**config.mk**
```make
export PLATFORM = sky130hd
export DESIGN_NAME = ddc_ctrl
export DESIGN_NICKNAME = d
export VERILOG_FILES = /design/src/verilog/ddc_pkg.sv /design/src/verilog/ddc_timer.sv /design/src/verilog/ddc_ctrl.sv
export SDC_FILE = /design/constraint.sdc
export NUM_CORES = 1
export LEC_CHECK = 0
export BUFFER_PORTS_ARGS = -buffer_cell sky130_fd_sc_hd__buf_2
export CORE_UTILIZATION = 61
export CTS_CLUSTER_DIAMETER = 150
export DETAILED_ROUTE_END_ITERATION = 6
export PLACE_DENSITY = 0.79
export SETUP_SLACK_MARGIN = 0.4
export SLEW_MARGIN = 0
export SYNTH_ARGS = -nofsm -noshare
export SYNTH_HDL_FRONTEND = slang
export SYNTH_SLANG_ARGS = --single-unit
export TNS_END_PERCENT = 30
```
**constraint.sdc**
```tcl
create_clock -name core_clk -period 5.9 [get_ports core_clk]
set_input_delay 0.885 -clock core_clk [delete_from_list [all_inputs] [get_ports core_clk]]
set_output_delay 0.885 -clock core_clk [all_outputs]
set_load 0.02 [all_outputs]
```
**src/verilog/ddc_pkg.sv**
```systemverilog
package ddc_pkg;
  // clock rate
  localparam int CLK_MHZ = 200;
  // times in ns (stable clock in us), counts derived (least times round up)
  localparam int T_ACT_TO_RW_NS = 15;
  localparam int T_ACT_TO_ACT_OTHER_NS = 10;
  localparam int T_REFRESH_CYCLE_NS = 70;
  localparam int T_WRITE_RECOVERY_NS = 15;
  localparam int T_ROW_CLOSE_NS = 15;
  localparam int T_MODE_SET_NS = 10;
  localparam int T_REFRESH_AVG_NS = 7800;
  localparam int T_SELF_EXIT_NONREAD_NS = 75;
  localparam int T_ROW_ACTIVE_MIN_NS = 40;
  localparam int T_ROW_ACTIVE_MAX_NS = 70000;
  localparam int T_ROW_CYCLE_NS = 55;
  localparam int T_STABLE_CLOCK_US = 200;
  localparam int WRITE_TO_READ_GAP = 2;
  localparam int SELF_EXIT_READ_CYC = 200;
  localparam int DLL_LOCK_CYC = 200;
  localparam int MAX_POSTED_REFRESH = 8;
  localparam int INIT_REFRESH_COUNT = 2;
  localparam int BURST_CYC = 2;
  function automatic int ns_up(input int ns);
    int c;
    c = (ns * CLK_MHZ + 999) / 1000;
    return (c < 1) ? 1 : c;
  endfunction
  function automatic int ns_down(input int ns);
    int c;
    c = (ns * CLK_MHZ) / 1000;
    return (c < 1) ? 1 : c;
  endfunction
  localparam int ACT_TO_RW_CYC = ns_up(T_ACT_TO_RW_NS);
  localparam int ACT_TO_ACT_OTHER_CYC = ns_up(T_ACT_TO_ACT_OTHER_NS);
  localparam int REFRESH_CYCLE_CYC = ns_up(T_REFRESH_CYCLE_NS);
  localparam int AUTOCLOSE_WRITE_RECOVERY_CYC = ns_up(T_WRITE_RECOVERY_NS + T_ROW_CLOSE_NS);
  localparam int ROW_CLOSE_DURATION_CYC = ns_up(T_ROW_CLOSE_NS);
  localparam int MODE_SET_CYC = ns_up(T_MODE_SET_NS);
  localparam int REFRESH_INTERVAL_CYC = ns_down(T_REFRESH_AVG_NS);
  localparam int SELF_EXIT_NONREAD_CYC = ns_up(T_SELF_EXIT_NONREAD_NS);
  localparam int ROW_ACTIVE_MIN_CYC = ns_up(T_ROW_ACTIVE_MIN_NS);
  localparam int ROW_ACTIVE_MAX_CYC = ns_down(T_ROW_ACTIVE_MAX_NS);
  localparam int ROW_CYCLE_CYC = ns_up(T_ROW_CYCLE_NS);
  localparam int STABLE_CLOCK_CYC = T_STABLE_CLOCK_US * CLK_MHZ;
  // command encodings {cs_n, ras_n, cas_n, we_n}
  typedef enum logic [3:0] {
    DDC_CMD_NOP = 4'h7,
    DDC_CMD_ACT = 4'h3,
    DDC_CMD_RD = 4'h5,
    DDC_CMD_WR = 4'h4,
    DDC_CMD_PRE = 4'h2,
    DDC_CMD_REF = 4'h1,
    DDC_CMD_MODE = 4'h0
  } ddc_cmd_t;
  // user request codes
  typedef enum logic [2:0] {
    DDC_REQ_READ = 3'h0,
    DDC_REQ_WRITE = 3'h1,
    DDC_REQ_WRITE_AP = 3'h2,
    DDC_REQ_PRECHARGE = 3'h3,
    DDC_REQ_SELF_ENTER = 3'h4,
    DDC_REQ_SELF_EXIT = 3'h5
  } ddc_req_t;
  localparam int ADDR_W = 13;
  localparam int BANK_W = 2;
  localparam int NBANK = 4;
  localparam int DATA_W = 16;
  localparam int AP_BIT = 10;
  localparam int DLL_RESET_BIT = 8;
  localparam logic [ADDR_W-1:0] EXT_MODE_DLL_ON = 13'h0000;
  localparam logic [ADDR_W-1:0] MODE_BASE = 13'h0022;
  localparam logic [BANK_W-1:0] BANK_MODE = 2'h0;
  localparam logic [BANK_W-1:0] BANK_EXT_MODE = 2'h1;
  localparam int TIMER_W = 16;
endpackage

```
**src/verilog/ddc_timer.sv**
```systemverilog
`timescale 1ns/1ps
// down counter: load a cycle count, done high once it reaches zero
module ddc_timer (
  input wire logic core_clk,
  input wire logic rst,
  input wire logic load,
  input wire logic [ddc_pkg::TIMER_W-1:0] value,
  output logic done
);
  logic [ddc_pkg::TIMER_W-1:0] cnt_reg, cnt_next;

  // count down, hold at zero
  always_comb begin
    cnt_next = cnt_reg;
    if (load) begin
      cnt_next = value;
    end else if (cnt_reg != '0) begin
      cnt_next = cnt_reg - 1'b1;
    end
  end

  always_ff @(posedge core_clk or posedge rst) begin
    if (rst) begin
      cnt_reg <= '0;
    end else begin
      cnt_reg <= cnt_next;
    end
  end

  assign done = (cnt_reg == '0) && !load;
endmodule

```
**src/verilog/ddc_ctrl.sv**
```systemverilog
`timescale 1ns/1ps
module ddc_ctrl #(
  parameter int STABLE_CYC = ddc_pkg::STABLE_CLOCK_CYC,
  parameter int REFI_CYC = ddc_pkg::REFRESH_INTERVAL_CYC,
  parameter int RAS_MAX_CYC = ddc_pkg::ROW_ACTIVE_MAX_CYC
) (
  input wire logic core_clk,
  input wire logic rst,
  input wire logic req_valid,
  input wire logic [2:0] req_kind,
  input wire logic [ddc_pkg::BANK_W-1:0] req_bank,
  input wire logic [ddc_pkg::ADDR_W-1:0] req_row,
  input wire logic [ddc_pkg::ADDR_W-1:0] req_col,
  output logic req_ready,
  output logic init_done,
  output logic mem_cke,
  output logic mem_cs_n,
  output logic mem_ras_n,
  output logic mem_cas_n,
  output logic mem_we_n,
  output logic [ddc_pkg::BANK_W-1:0] mem_ba,
  output logic [ddc_pkg::ADDR_W-1:0] mem_addr,
  output logic mem_dqs_o,
  output logic mem_dqs_oe
);
  typedef enum logic [4:0] {
    S_POWER, S_WAKE, S_PRE1, S_EMODE, S_MODE1, S_PRE2, S_REF, S_MODE2, S_LOCK,
    S_IDLE, S_ACT, S_RW, S_CLOSE, S_REFRESH, S_SELF, S_SELF_WAIT, S_WAIT
  } ddc_state_t;

  ddc_state_t state_reg, state_next, ret_reg, ret_next;
  logic [3:0] cmd_reg, cmd_next;
  logic [ddc_pkg::BANK_W-1:0] ba_reg, ba_next;
  logic [ddc_pkg::ADDR_W-1:0] addr_reg, addr_next;
  logic cke_reg, cke_next, ready_reg, ready_next, done_reg, done_next;
  logic dqs_o_reg, dqs_o_next, dqs_oe_reg, dqs_oe_next;
  logic [1:0] inits_reg, inits_next;
  logic [3:0] owed_reg, owed_next;
  logic [ddc_pkg::TIMER_W-1:0] refi_reg, refi_next;
  logic [ddc_pkg::TIMER_W-1:0] ras_reg, ras_next;
  logic [ddc_pkg::TIMER_W-1:0] wtr_reg, wtr_next;
  logic [ddc_pkg::TIMER_W-1:0] xsrd_reg, xsrd_next;
  logic [31:0] stable_reg, stable_next;
  logic [2:0] kind_reg, kind_next;
  logic [ddc_pkg::ADDR_W-1:0] col_reg, col_next;
  logic t_load, t_done;
  logic [ddc_pkg::TIMER_W-1:0] t_value;
  function automatic logic [ddc_pkg::TIMER_W-1:0] cyc(input int n);
    return ddc_pkg::TIMER_W'(n - 1);
  endfunction
  // single wait timer for command spacing
  ddc_timer u_wait (
    .core_clk(core_clk),
    .rst(rst),
    .load(t_load),
    .value(t_value),
    .done(t_done)
  );

  // sequencer: power-up, then request handling with refresh priority
  always_comb begin
    state_next = state_reg;
    ret_next = ret_reg;
    cmd_next = ddc_pkg::DDC_CMD_NOP;
    ba_next = ba_reg;
    addr_next = addr_reg;
    cke_next = cke_reg;
    ready_next = 1'b0;
    done_next = done_reg;
    dqs_o_next = 1'b0;
    dqs_oe_next = 1'b0;
    inits_next = inits_reg;
    owed_next = owed_reg;
    stable_next = stable_reg;
    kind_next = kind_reg;
    col_next = col_reg;
    t_load = 1'b0;
    t_value = '0;
    refi_next = (refi_reg == '0) ? cyc(REFI_CYC) : refi_reg - 1'b1;
    if (refi_reg == '0 && done_reg && owed_reg < 4'(ddc_pkg::MAX_POSTED_REFRESH)) begin
      owed_next = owed_reg + 1'b1;
    end
    ras_next = (ras_reg == '0) ? '0 : ras_reg - 1'b1;
    wtr_next = (wtr_reg == '0) ? '0 : wtr_reg - 1'b1;
    xsrd_next = (xsrd_reg == '0) ? '0 : xsrd_reg - 1'b1;
    unique case (state_reg)
      S_POWER: begin
        cke_next = 1'b0;
        if (stable_reg == 32'(STABLE_CYC)) begin
          state_next = S_WAKE;
        end else begin
          stable_next = stable_reg + 1'b1;
        end
      end
      S_WAKE: begin
        cke_next = 1'b1;
        state_next = S_PRE1;
      end
      S_PRE1, S_PRE2: begin
        cmd_next = ddc_pkg::DDC_CMD_PRE;
        addr_next = ddc_pkg::ADDR_W'(1) << ddc_pkg::AP_BIT;
        t_load = 1'b1;
        t_value = cyc(ddc_pkg::ROW_CLOSE_DURATION_CYC);
        ret_next = (state_reg == S_PRE1) ? S_EMODE : S_REF;
        state_next = S_WAIT;
      end
      S_EMODE: begin
        cmd_next = ddc_pkg::DDC_CMD_MODE;
        ba_next = ddc_pkg::BANK_EXT_MODE;
        addr_next = ddc_pkg::EXT_MODE_DLL_ON;
        t_load = 1'b1;
        t_value = cyc(ddc_pkg::MODE_SET_CYC);
        ret_next = S_MODE1;
        state_next = S_WAIT;
      end
      S_MODE1: begin
        cmd_next = ddc_pkg::DDC_CMD_MODE;
        ba_next = ddc_pkg::BANK_MODE;
        addr_next = ddc_pkg::MODE_BASE | (ddc_pkg::ADDR_W'(1) << ddc_pkg::DLL_RESET_BIT);
        t_load = 1'b1;
        t_value = cyc(ddc_pkg::MODE_SET_CYC);
        xsrd_next = cyc(ddc_pkg::DLL_LOCK_CYC); // lock time before any read
        ret_next = S_PRE2;
        state_next = S_WAIT;
      end
      S_REF: begin
        cmd_next = ddc_pkg::DDC_CMD_REF;
        inits_next = inits_reg + 1'b1;
        t_load = 1'b1;
        t_value = cyc(ddc_pkg::REFRESH_CYCLE_CYC);
        ret_next = (inits_reg == 2'(ddc_pkg::INIT_REFRESH_COUNT - 1)) ? S_MODE2 : S_REF;
        state_next = S_WAIT;
      end
      S_MODE2: begin
        cmd_next = ddc_pkg::DDC_CMD_MODE;
        ba_next = ddc_pkg::BANK_MODE;
        addr_next = ddc_pkg::MODE_BASE;
        t_load = 1'b1;
        t_value = cyc(ddc_pkg::MODE_SET_CYC);
        ret_next = S_LOCK;
        state_next = S_WAIT;
      end
      S_LOCK: begin
        if (xsrd_reg == '0) begin
          done_next = 1'b1;
          state_next = S_IDLE;
        end
      end
      S_IDLE: begin
        if (owed_reg != '0) begin
          state_next = S_REFRESH;
        end else if (req_valid && ready_reg) begin
          kind_next = req_kind;
          ba_next = req_bank;
          col_next = req_col;
          addr_next = req_row;
          unique case (req_kind)
            ddc_pkg::DDC_REQ_SELF_ENTER: state_next = S_SELF;
            ddc_pkg::DDC_REQ_PRECHARGE: state_next = S_CLOSE;
            ddc_pkg::DDC_REQ_SELF_EXIT: state_next = S_IDLE;
            default: state_next = S_ACT;
          endcase
        end else begin
          ready_next = (owed_next == '0); // never offer a take that a refresh would steal
        end
      end
      S_ACT: begin
        cmd_next = ddc_pkg::DDC_CMD_ACT;
        ras_next = cyc(ddc_pkg::ROW_ACTIVE_MIN_CYC);
        t_load = 1'b1;
        t_value = cyc(ddc_pkg::ACT_TO_RW_CYC); // exceeds spacing
        ret_next = S_RW;
        state_next = S_WAIT;
      end
      S_RW: begin
        if (kind_reg == ddc_pkg::DDC_REQ_READ && (wtr_reg != '0 || xsrd_reg != '0)) begin
          state_next = S_RW;
        end else begin
          addr_next = col_reg;
          addr_next[ddc_pkg::AP_BIT] = 1'b1;
          if (kind_reg == ddc_pkg::DDC_REQ_READ) begin
            cmd_next = ddc_pkg::DDC_CMD_RD;
            t_value = cyc(ddc_pkg::ROW_CYCLE_CYC);
          end else begin
            cmd_next = ddc_pkg::DDC_CMD_WR;
            dqs_oe_next = 1'b1; // preamble low
            dqs_o_next = 1'b0;
            wtr_next = cyc(ddc_pkg::BURST_CYC + ddc_pkg::WRITE_TO_READ_GAP);
            t_value = cyc(ddc_pkg::BURST_CYC + ddc_pkg::AUTOCLOSE_WRITE_RECOVERY_CYC);
          end
          t_load = 1'b1;
          ret_next = S_IDLE;
          state_next = S_WAIT;
        end
      end
      S_CLOSE: begin
        if (ras_reg == '0) begin
          cmd_next = ddc_pkg::DDC_CMD_PRE;
          addr_next = ddc_pkg::ADDR_W'(1) << ddc_pkg::AP_BIT;
          t_load = 1'b1;
          t_value = cyc(ddc_pkg::ROW_CLOSE_DURATION_CYC);
          ret_next = S_IDLE;
          state_next = S_WAIT;
        end
      end
      S_REFRESH: begin
        cmd_next = ddc_pkg::DDC_CMD_REF;
        owed_next = owed_next - 1'b1;
        t_load = 1'b1;
        t_value = cyc(ddc_pkg::REFRESH_CYCLE_CYC);
        ret_next = S_IDLE;
        state_next = S_WAIT;
      end
      S_SELF: begin
        cmd_next = ddc_pkg::DDC_CMD_REF;
        cke_next = 1'b0;
        owed_next = '0;
        state_next = S_SELF_WAIT;
      end
      S_SELF_WAIT: begin
        ready_next = 1'b1;
        if (req_valid && ready_reg && req_kind == ddc_pkg::DDC_REQ_SELF_EXIT) begin
          ready_next = 1'b0;
          cke_next = 1'b1;
          xsrd_next = cyc(ddc_pkg::SELF_EXIT_READ_CYC);
          t_load = 1'b1;
          t_value = cyc(ddc_pkg::SELF_EXIT_NONREAD_CYC);
          ret_next = S_IDLE;
          state_next = S_WAIT;
        end
      end
      S_WAIT: begin
        if (t_done) begin
          state_next = ret_reg;
        end
      end
    endcase
  end

  // register everything; outputs come from these flops
  always_ff @(posedge core_clk or posedge rst) begin
    if (rst) begin
      state_reg <= S_POWER;
      ret_reg <= S_IDLE;
      cmd_reg <= ddc_pkg::DDC_CMD_NOP;
      ba_reg <= '0;
      addr_reg <= '0;
      cke_reg <= 1'b0;
      ready_reg <= 1'b0;
      done_reg <= 1'b0;
      dqs_o_reg <= 1'b0;
      dqs_oe_reg <= 1'b0;
      inits_reg <= '0;
      owed_reg <= '0;
      refi_reg <= '0;
      ras_reg <= '0;
      wtr_reg <= '0;
      xsrd_reg <= '0;
      stable_reg <= '0;
      kind_reg <= '0;
      col_reg <= '0;
    end else begin
      state_reg <= state_next;
      ret_reg <= ret_next;
      cmd_reg <= cmd_next;
      ba_reg <= ba_next;
      addr_reg <= addr_next;
      cke_reg <= cke_next;
      ready_reg <= ready_next;
      done_reg <= done_next;
      dqs_o_reg <= dqs_o_next;
      dqs_oe_reg <= dqs_oe_next;
      inits_reg <= inits_next;
      owed_reg <= owed_next;
      refi_reg <= refi_next;
      ras_reg <= ras_next;
      wtr_reg <= wtr_next;
      xsrd_reg <= xsrd_next;
      stable_reg <= stable_next;
      kind_reg <= kind_next;
      col_reg <= col_next;
    end
  end

  assign req_ready = ready_reg;
  assign init_done = done_reg;
  assign mem_cke = cke_reg;
  assign {mem_cs_n, mem_ras_n, mem_cas_n, mem_we_n} = cmd_reg;
  assign mem_ba = ba_reg;
  assign mem_addr = addr_reg;
  assign mem_dqs_o = dqs_o_reg;
  assign mem_dqs_oe = dqs_oe_reg;

  // checks on the pin sequence
  a_owed_bound: assert property (@(posedge core_clk) disable iff (rst)
    owed_reg <= 4'(ddc_pkg::MAX_POSTED_REFRESH)) else $error("too many refreshes owed");
  a_act_to_rw: assert property (@(posedge core_clk) disable iff (rst)
    cmd_reg == ddc_pkg::DDC_CMD_ACT |-> ##1 (cmd_reg != ddc_pkg::DDC_CMD_RD
    && cmd_reg != ddc_pkg::DDC_CMD_WR) [*2]) else $error("read or write too soon");
  a_ref_spacing: assert property (@(posedge core_clk) disable iff (rst)
    cmd_reg == ddc_pkg::DDC_CMD_REF && cke_reg |-> ##1 (cmd_reg == ddc_pkg::DDC_CMD_NOP) [*8])
    else $error("command too soon after refresh");
  a_mode_gap: assert property (@(posedge core_clk) disable iff (rst)
    cmd_reg == ddc_pkg::DDC_CMD_MODE |=> cmd_reg == ddc_pkg::DDC_CMD_NOP)
    else $error("command too soon after mode set");
  a_power_cke: assert property (@(posedge core_clk) disable iff (rst)
    state_reg == S_POWER |-> !cke_reg && cmd_reg == ddc_pkg::DDC_CMD_NOP)
    else $error("clock enable high during power up");
  a_cke_stays: assert property (@(posedge core_clk) disable iff (rst)
    done_reg && $rose(cke_reg) |=> cke_reg [*2]) else $error("clock enable dropped");
  a_last_mode: assert property (@(posedge core_clk) disable iff (rst)
    $rose(done_reg) |-> !$past(addr_reg[ddc_pkg::DLL_RESET_BIT]))
    else $error("final mode set with DLL reset");
  a_preamble: assert property (@(posedge core_clk) disable iff (rst)
    cmd_reg == ddc_pkg::DDC_CMD_WR |-> mem_dqs_oe && !mem_dqs_o)
    else $error("no write preamble");
  a_refi_served: assert property (@(posedge core_clk) disable iff (rst)
    state_reg == S_IDLE && owed_reg != '0 |=> state_reg == S_REFRESH)
    else $error("owed refresh not served");
  c_init: cover property (@(posedge core_clk) disable iff (rst) $rose(done_reg));
  c_write: cover property (@(posedge core_clk) disable iff (rst) cmd_reg == ddc_pkg::DDC_CMD_WR);
  c_read: cover property (@(posedge core_clk) disable iff (rst) cmd_reg == ddc_pkg::DDC_CMD_RD);
  c_self: cover property (@(posedge core_clk) disable iff (rst) state_reg == S_SELF_WAIT);
endmodule

```
==> results by group <==
Run status
  • Status: finished clean

Synth
  • Area contributors post-synth: dfrtp_1 47%, xnor2_1 6.6%, nor2_1 4.5%, mux2_2 3.2%, xor2_1 2.9%
  • Top-count cell post-synth: dfrtp_1
  • Yosys reg bits: approximately 160
  • Syn Area/Cell: 10.2 sq um
  • Post-synth EDFFs: 0
  • Most common library cells after synthesis: 159 x dfrtp_1, 100 x nor2_1, 64 x nand2_1
  • Synthesized cell area: 0.00840 sq mm
  • Synthesized instance count: slightly above 800
  • Ys flop type: dfrtp_1
  • Largest area contributor in the netlist: dfrtp_1
  • Yosys cell types: 71
  • Synth warn: 0
  • Ys async rst share: 1.00
  • Yosys top cell area share: 0.474
  • Sequential element share of the synthesized area: 0.489

Layout
  • Fin nets: ~900
  • Sequential cell area: just over 0.004 sq mm
  • Fill count: about 940
  • Ant diodes: 0
  • Final core utilization: 0.706
  • Non-filler instance count after layout: 1063
  • Share of cells above drive strength 1: 0.162
  • Multi-input gate area: 0.00407 sq mm
  • Area grow syn2layout: 12.2%
  • Number of flip-flops in the largest register: 32

Die
  • Die area: between 0.01 and 0.015 sq mm
  • Row Count: between 40 and 50
  • CORE AREA: approximately 0.013 sq mm
  • Die Y: approximately 120 um
  • Starting Density: 0.629
  • Die width: roughly 120 um
  • Ports: 58

Critical path
  • Kind of critical path: reg -> reg
  • Worst-path fanout max: 30
  • Setup crit start kind: flop
  • Endpoint class of the critical path: flop
  • WP data required: ~6.2 ns
  • Critical Path AT: roughly 3.7 ns

STA
  • Final TNS setup: 0 ns
  • Final Hold Slack: approximately 0.49 ns
  • Slew @ Worst Pin: ~0.94 ns
  • Final Cycle Share: 0.572
  • Final hold vios: 0
  • Worst slew margin: 0.373
  • Fin crit period: about 3.4 ns
  • Peak Freq: slightly below 300 MHz
  • Skew final: 0.00900 ns
  • RSZ-0062 raised after global routing: no
  • Final setup viols: 0
  • Pins Over Slew Limit: 0

Clocking
  • Clk_lat worst skew: 0.42 ns
  • Clock Path Buffers: 2
  • Clk pin slew, worst setup/hold paths: 0.07 ns
  • Clock Sinks: roughly 160
  • # Post-CTS Setup Buffers: 0
  • Inserted Clock Buffers: 17
  • CTS tree: done
  • Hold Buf Count CTS: 0
  • # resized after CTS: 0
  • H-tree lvl count: 4
  • CTS root buf: clkbuf_16

Detailed routing
  • Vias: between 6k and 7k
  • DRT antenna net count: 0
  • 1st-iter DRT viols: between 400 and 500
  • Final wirelength: roughly 18000 um
  • WL per Instance: 16.9 um
  • Iteration count of the initial detailed-routing pass: 6
  • Via density: 6.05
  • DRC: 0

Place
  • Inst Count DP: roughly 1.0k
  • # port buffers: 54
  • GP Congestion: about 0.91
  • DP Wirelength: 12100 um

GRT
  • GRT Total Usage: 0.267
  • Initial antenna violation count: 0
  • Pin count of the biggest net entering global routing: between 100 and 150
  • Grt ovf: 0
  • Vias in the first global route: about 6.5k
  • First-pass GRT wire length: 30400 um

Pwr
  • PD cells: approximately 250 mW/mm^2
  • Tot Pwr: about 2.3 mW
  • Static Leak: between 4 and 5 nW
  • VDD IR max: 0.258 mV

Run
  • MaxCap Viol Count: 0

Hold path
  • Min-delay worst type: reg -> reg
## layer usage
layer  track usage  routed length [um]
met4        0.0750                 261
met3        0.0584                1040
met5             0                   0
met1         0.342                7530
met2         0.455                9150
## power breakdown
part / leakage [nW] / total (mW) / internal (mW) / switching (mW)
Combinational: 2.10 / 0.0374 / 0.00915 / 0.0282
Clock: 0.303 / 1.18 / 0.715 / 0.463
Sequential: 2.20 / 1.12 / 1.12 / 0
## worst max-delay path: stages (launching register included)
cell      delay [ns]
dfrtp_1         0.90
nand3b_1        0.28
nor3_2          0.18
buf_4           0.27
and3b_1         0.75
nand2b_1        0.25
nand3b_4        0.25
mux2_4          0.37
## cells by family after synthesis
kind of cell / count (synthesis) / share of synthesized area
mux: 42 / 0.0590
xor+xnor: 91 / 0.0949
flops: 164 / 0.489
buf+inv: 55 / 0.0273
other cells: 1 / 0.000446
fa+ha+maj: 15 / 0.0223
simple gates: 354 / 0.227
compound gates: 103 / 0.0795
## path summary, 6_finish.rpt
path	from	depth (start not counted)	endpoint	slack [ns]
worst min-delay path	refi_reg[0]	1	refi_reg[0]	0.49
min in group asynchronous	rst	2	stable_reg[14]	0.69
worst max register to register	state_reg[0]	7	mem_addr[5]	2.53
worst max-delay path	state_reg[0]	7	mem_addr[5]	2.53
max in group asynchronous	rst	3	xsrd_reg[3]	3.92
worst min register to register	refi_reg[0]	1	refi_reg[0]	0.49
## placed cells by master, fill, tap and decap left out, drive strengths merged, types with 26 or more instances in the layout
| cell | Yosys | routed |
|---|---|---|
| o21ai | 32 | 32 |
| buf | 9 | 57 |
| nand3 | 31 | 31 |
| mux2 | 33 | 33 |
| nor4 | 26 | 26 |
| xor2 | 28 | 28 |
| nand2 | 65 | 65 |
| nor2 | 101 | 101 |
| xnor2 | 63 | 63 |
| dfrtp | 159 | 159 |
| inv | 27 | 29 |
## area by class of cell
cell class,instances,area share
Timing Repair Buffer,57,0.0311
Clock inverter,14,0.0216
Clock buffer,18,0.0455
Tap cell,176,0.0234
Sequential cell,164,0.436
Multi-Input combinational cell,607,0.431
Inverter,27,0.0113
## stage by stage
step / worst slack, ns / area [sq um]
finish: 2.53 / 9430
global route: 2.28 / 9430
CTS: 2.57 / 9430
detailed placement: 2.59 / 8790
global placement: 2.72 / 8790
floorplan: 0.590 / 8400
No activity file was read; power rests on OpenSTA's default activity.
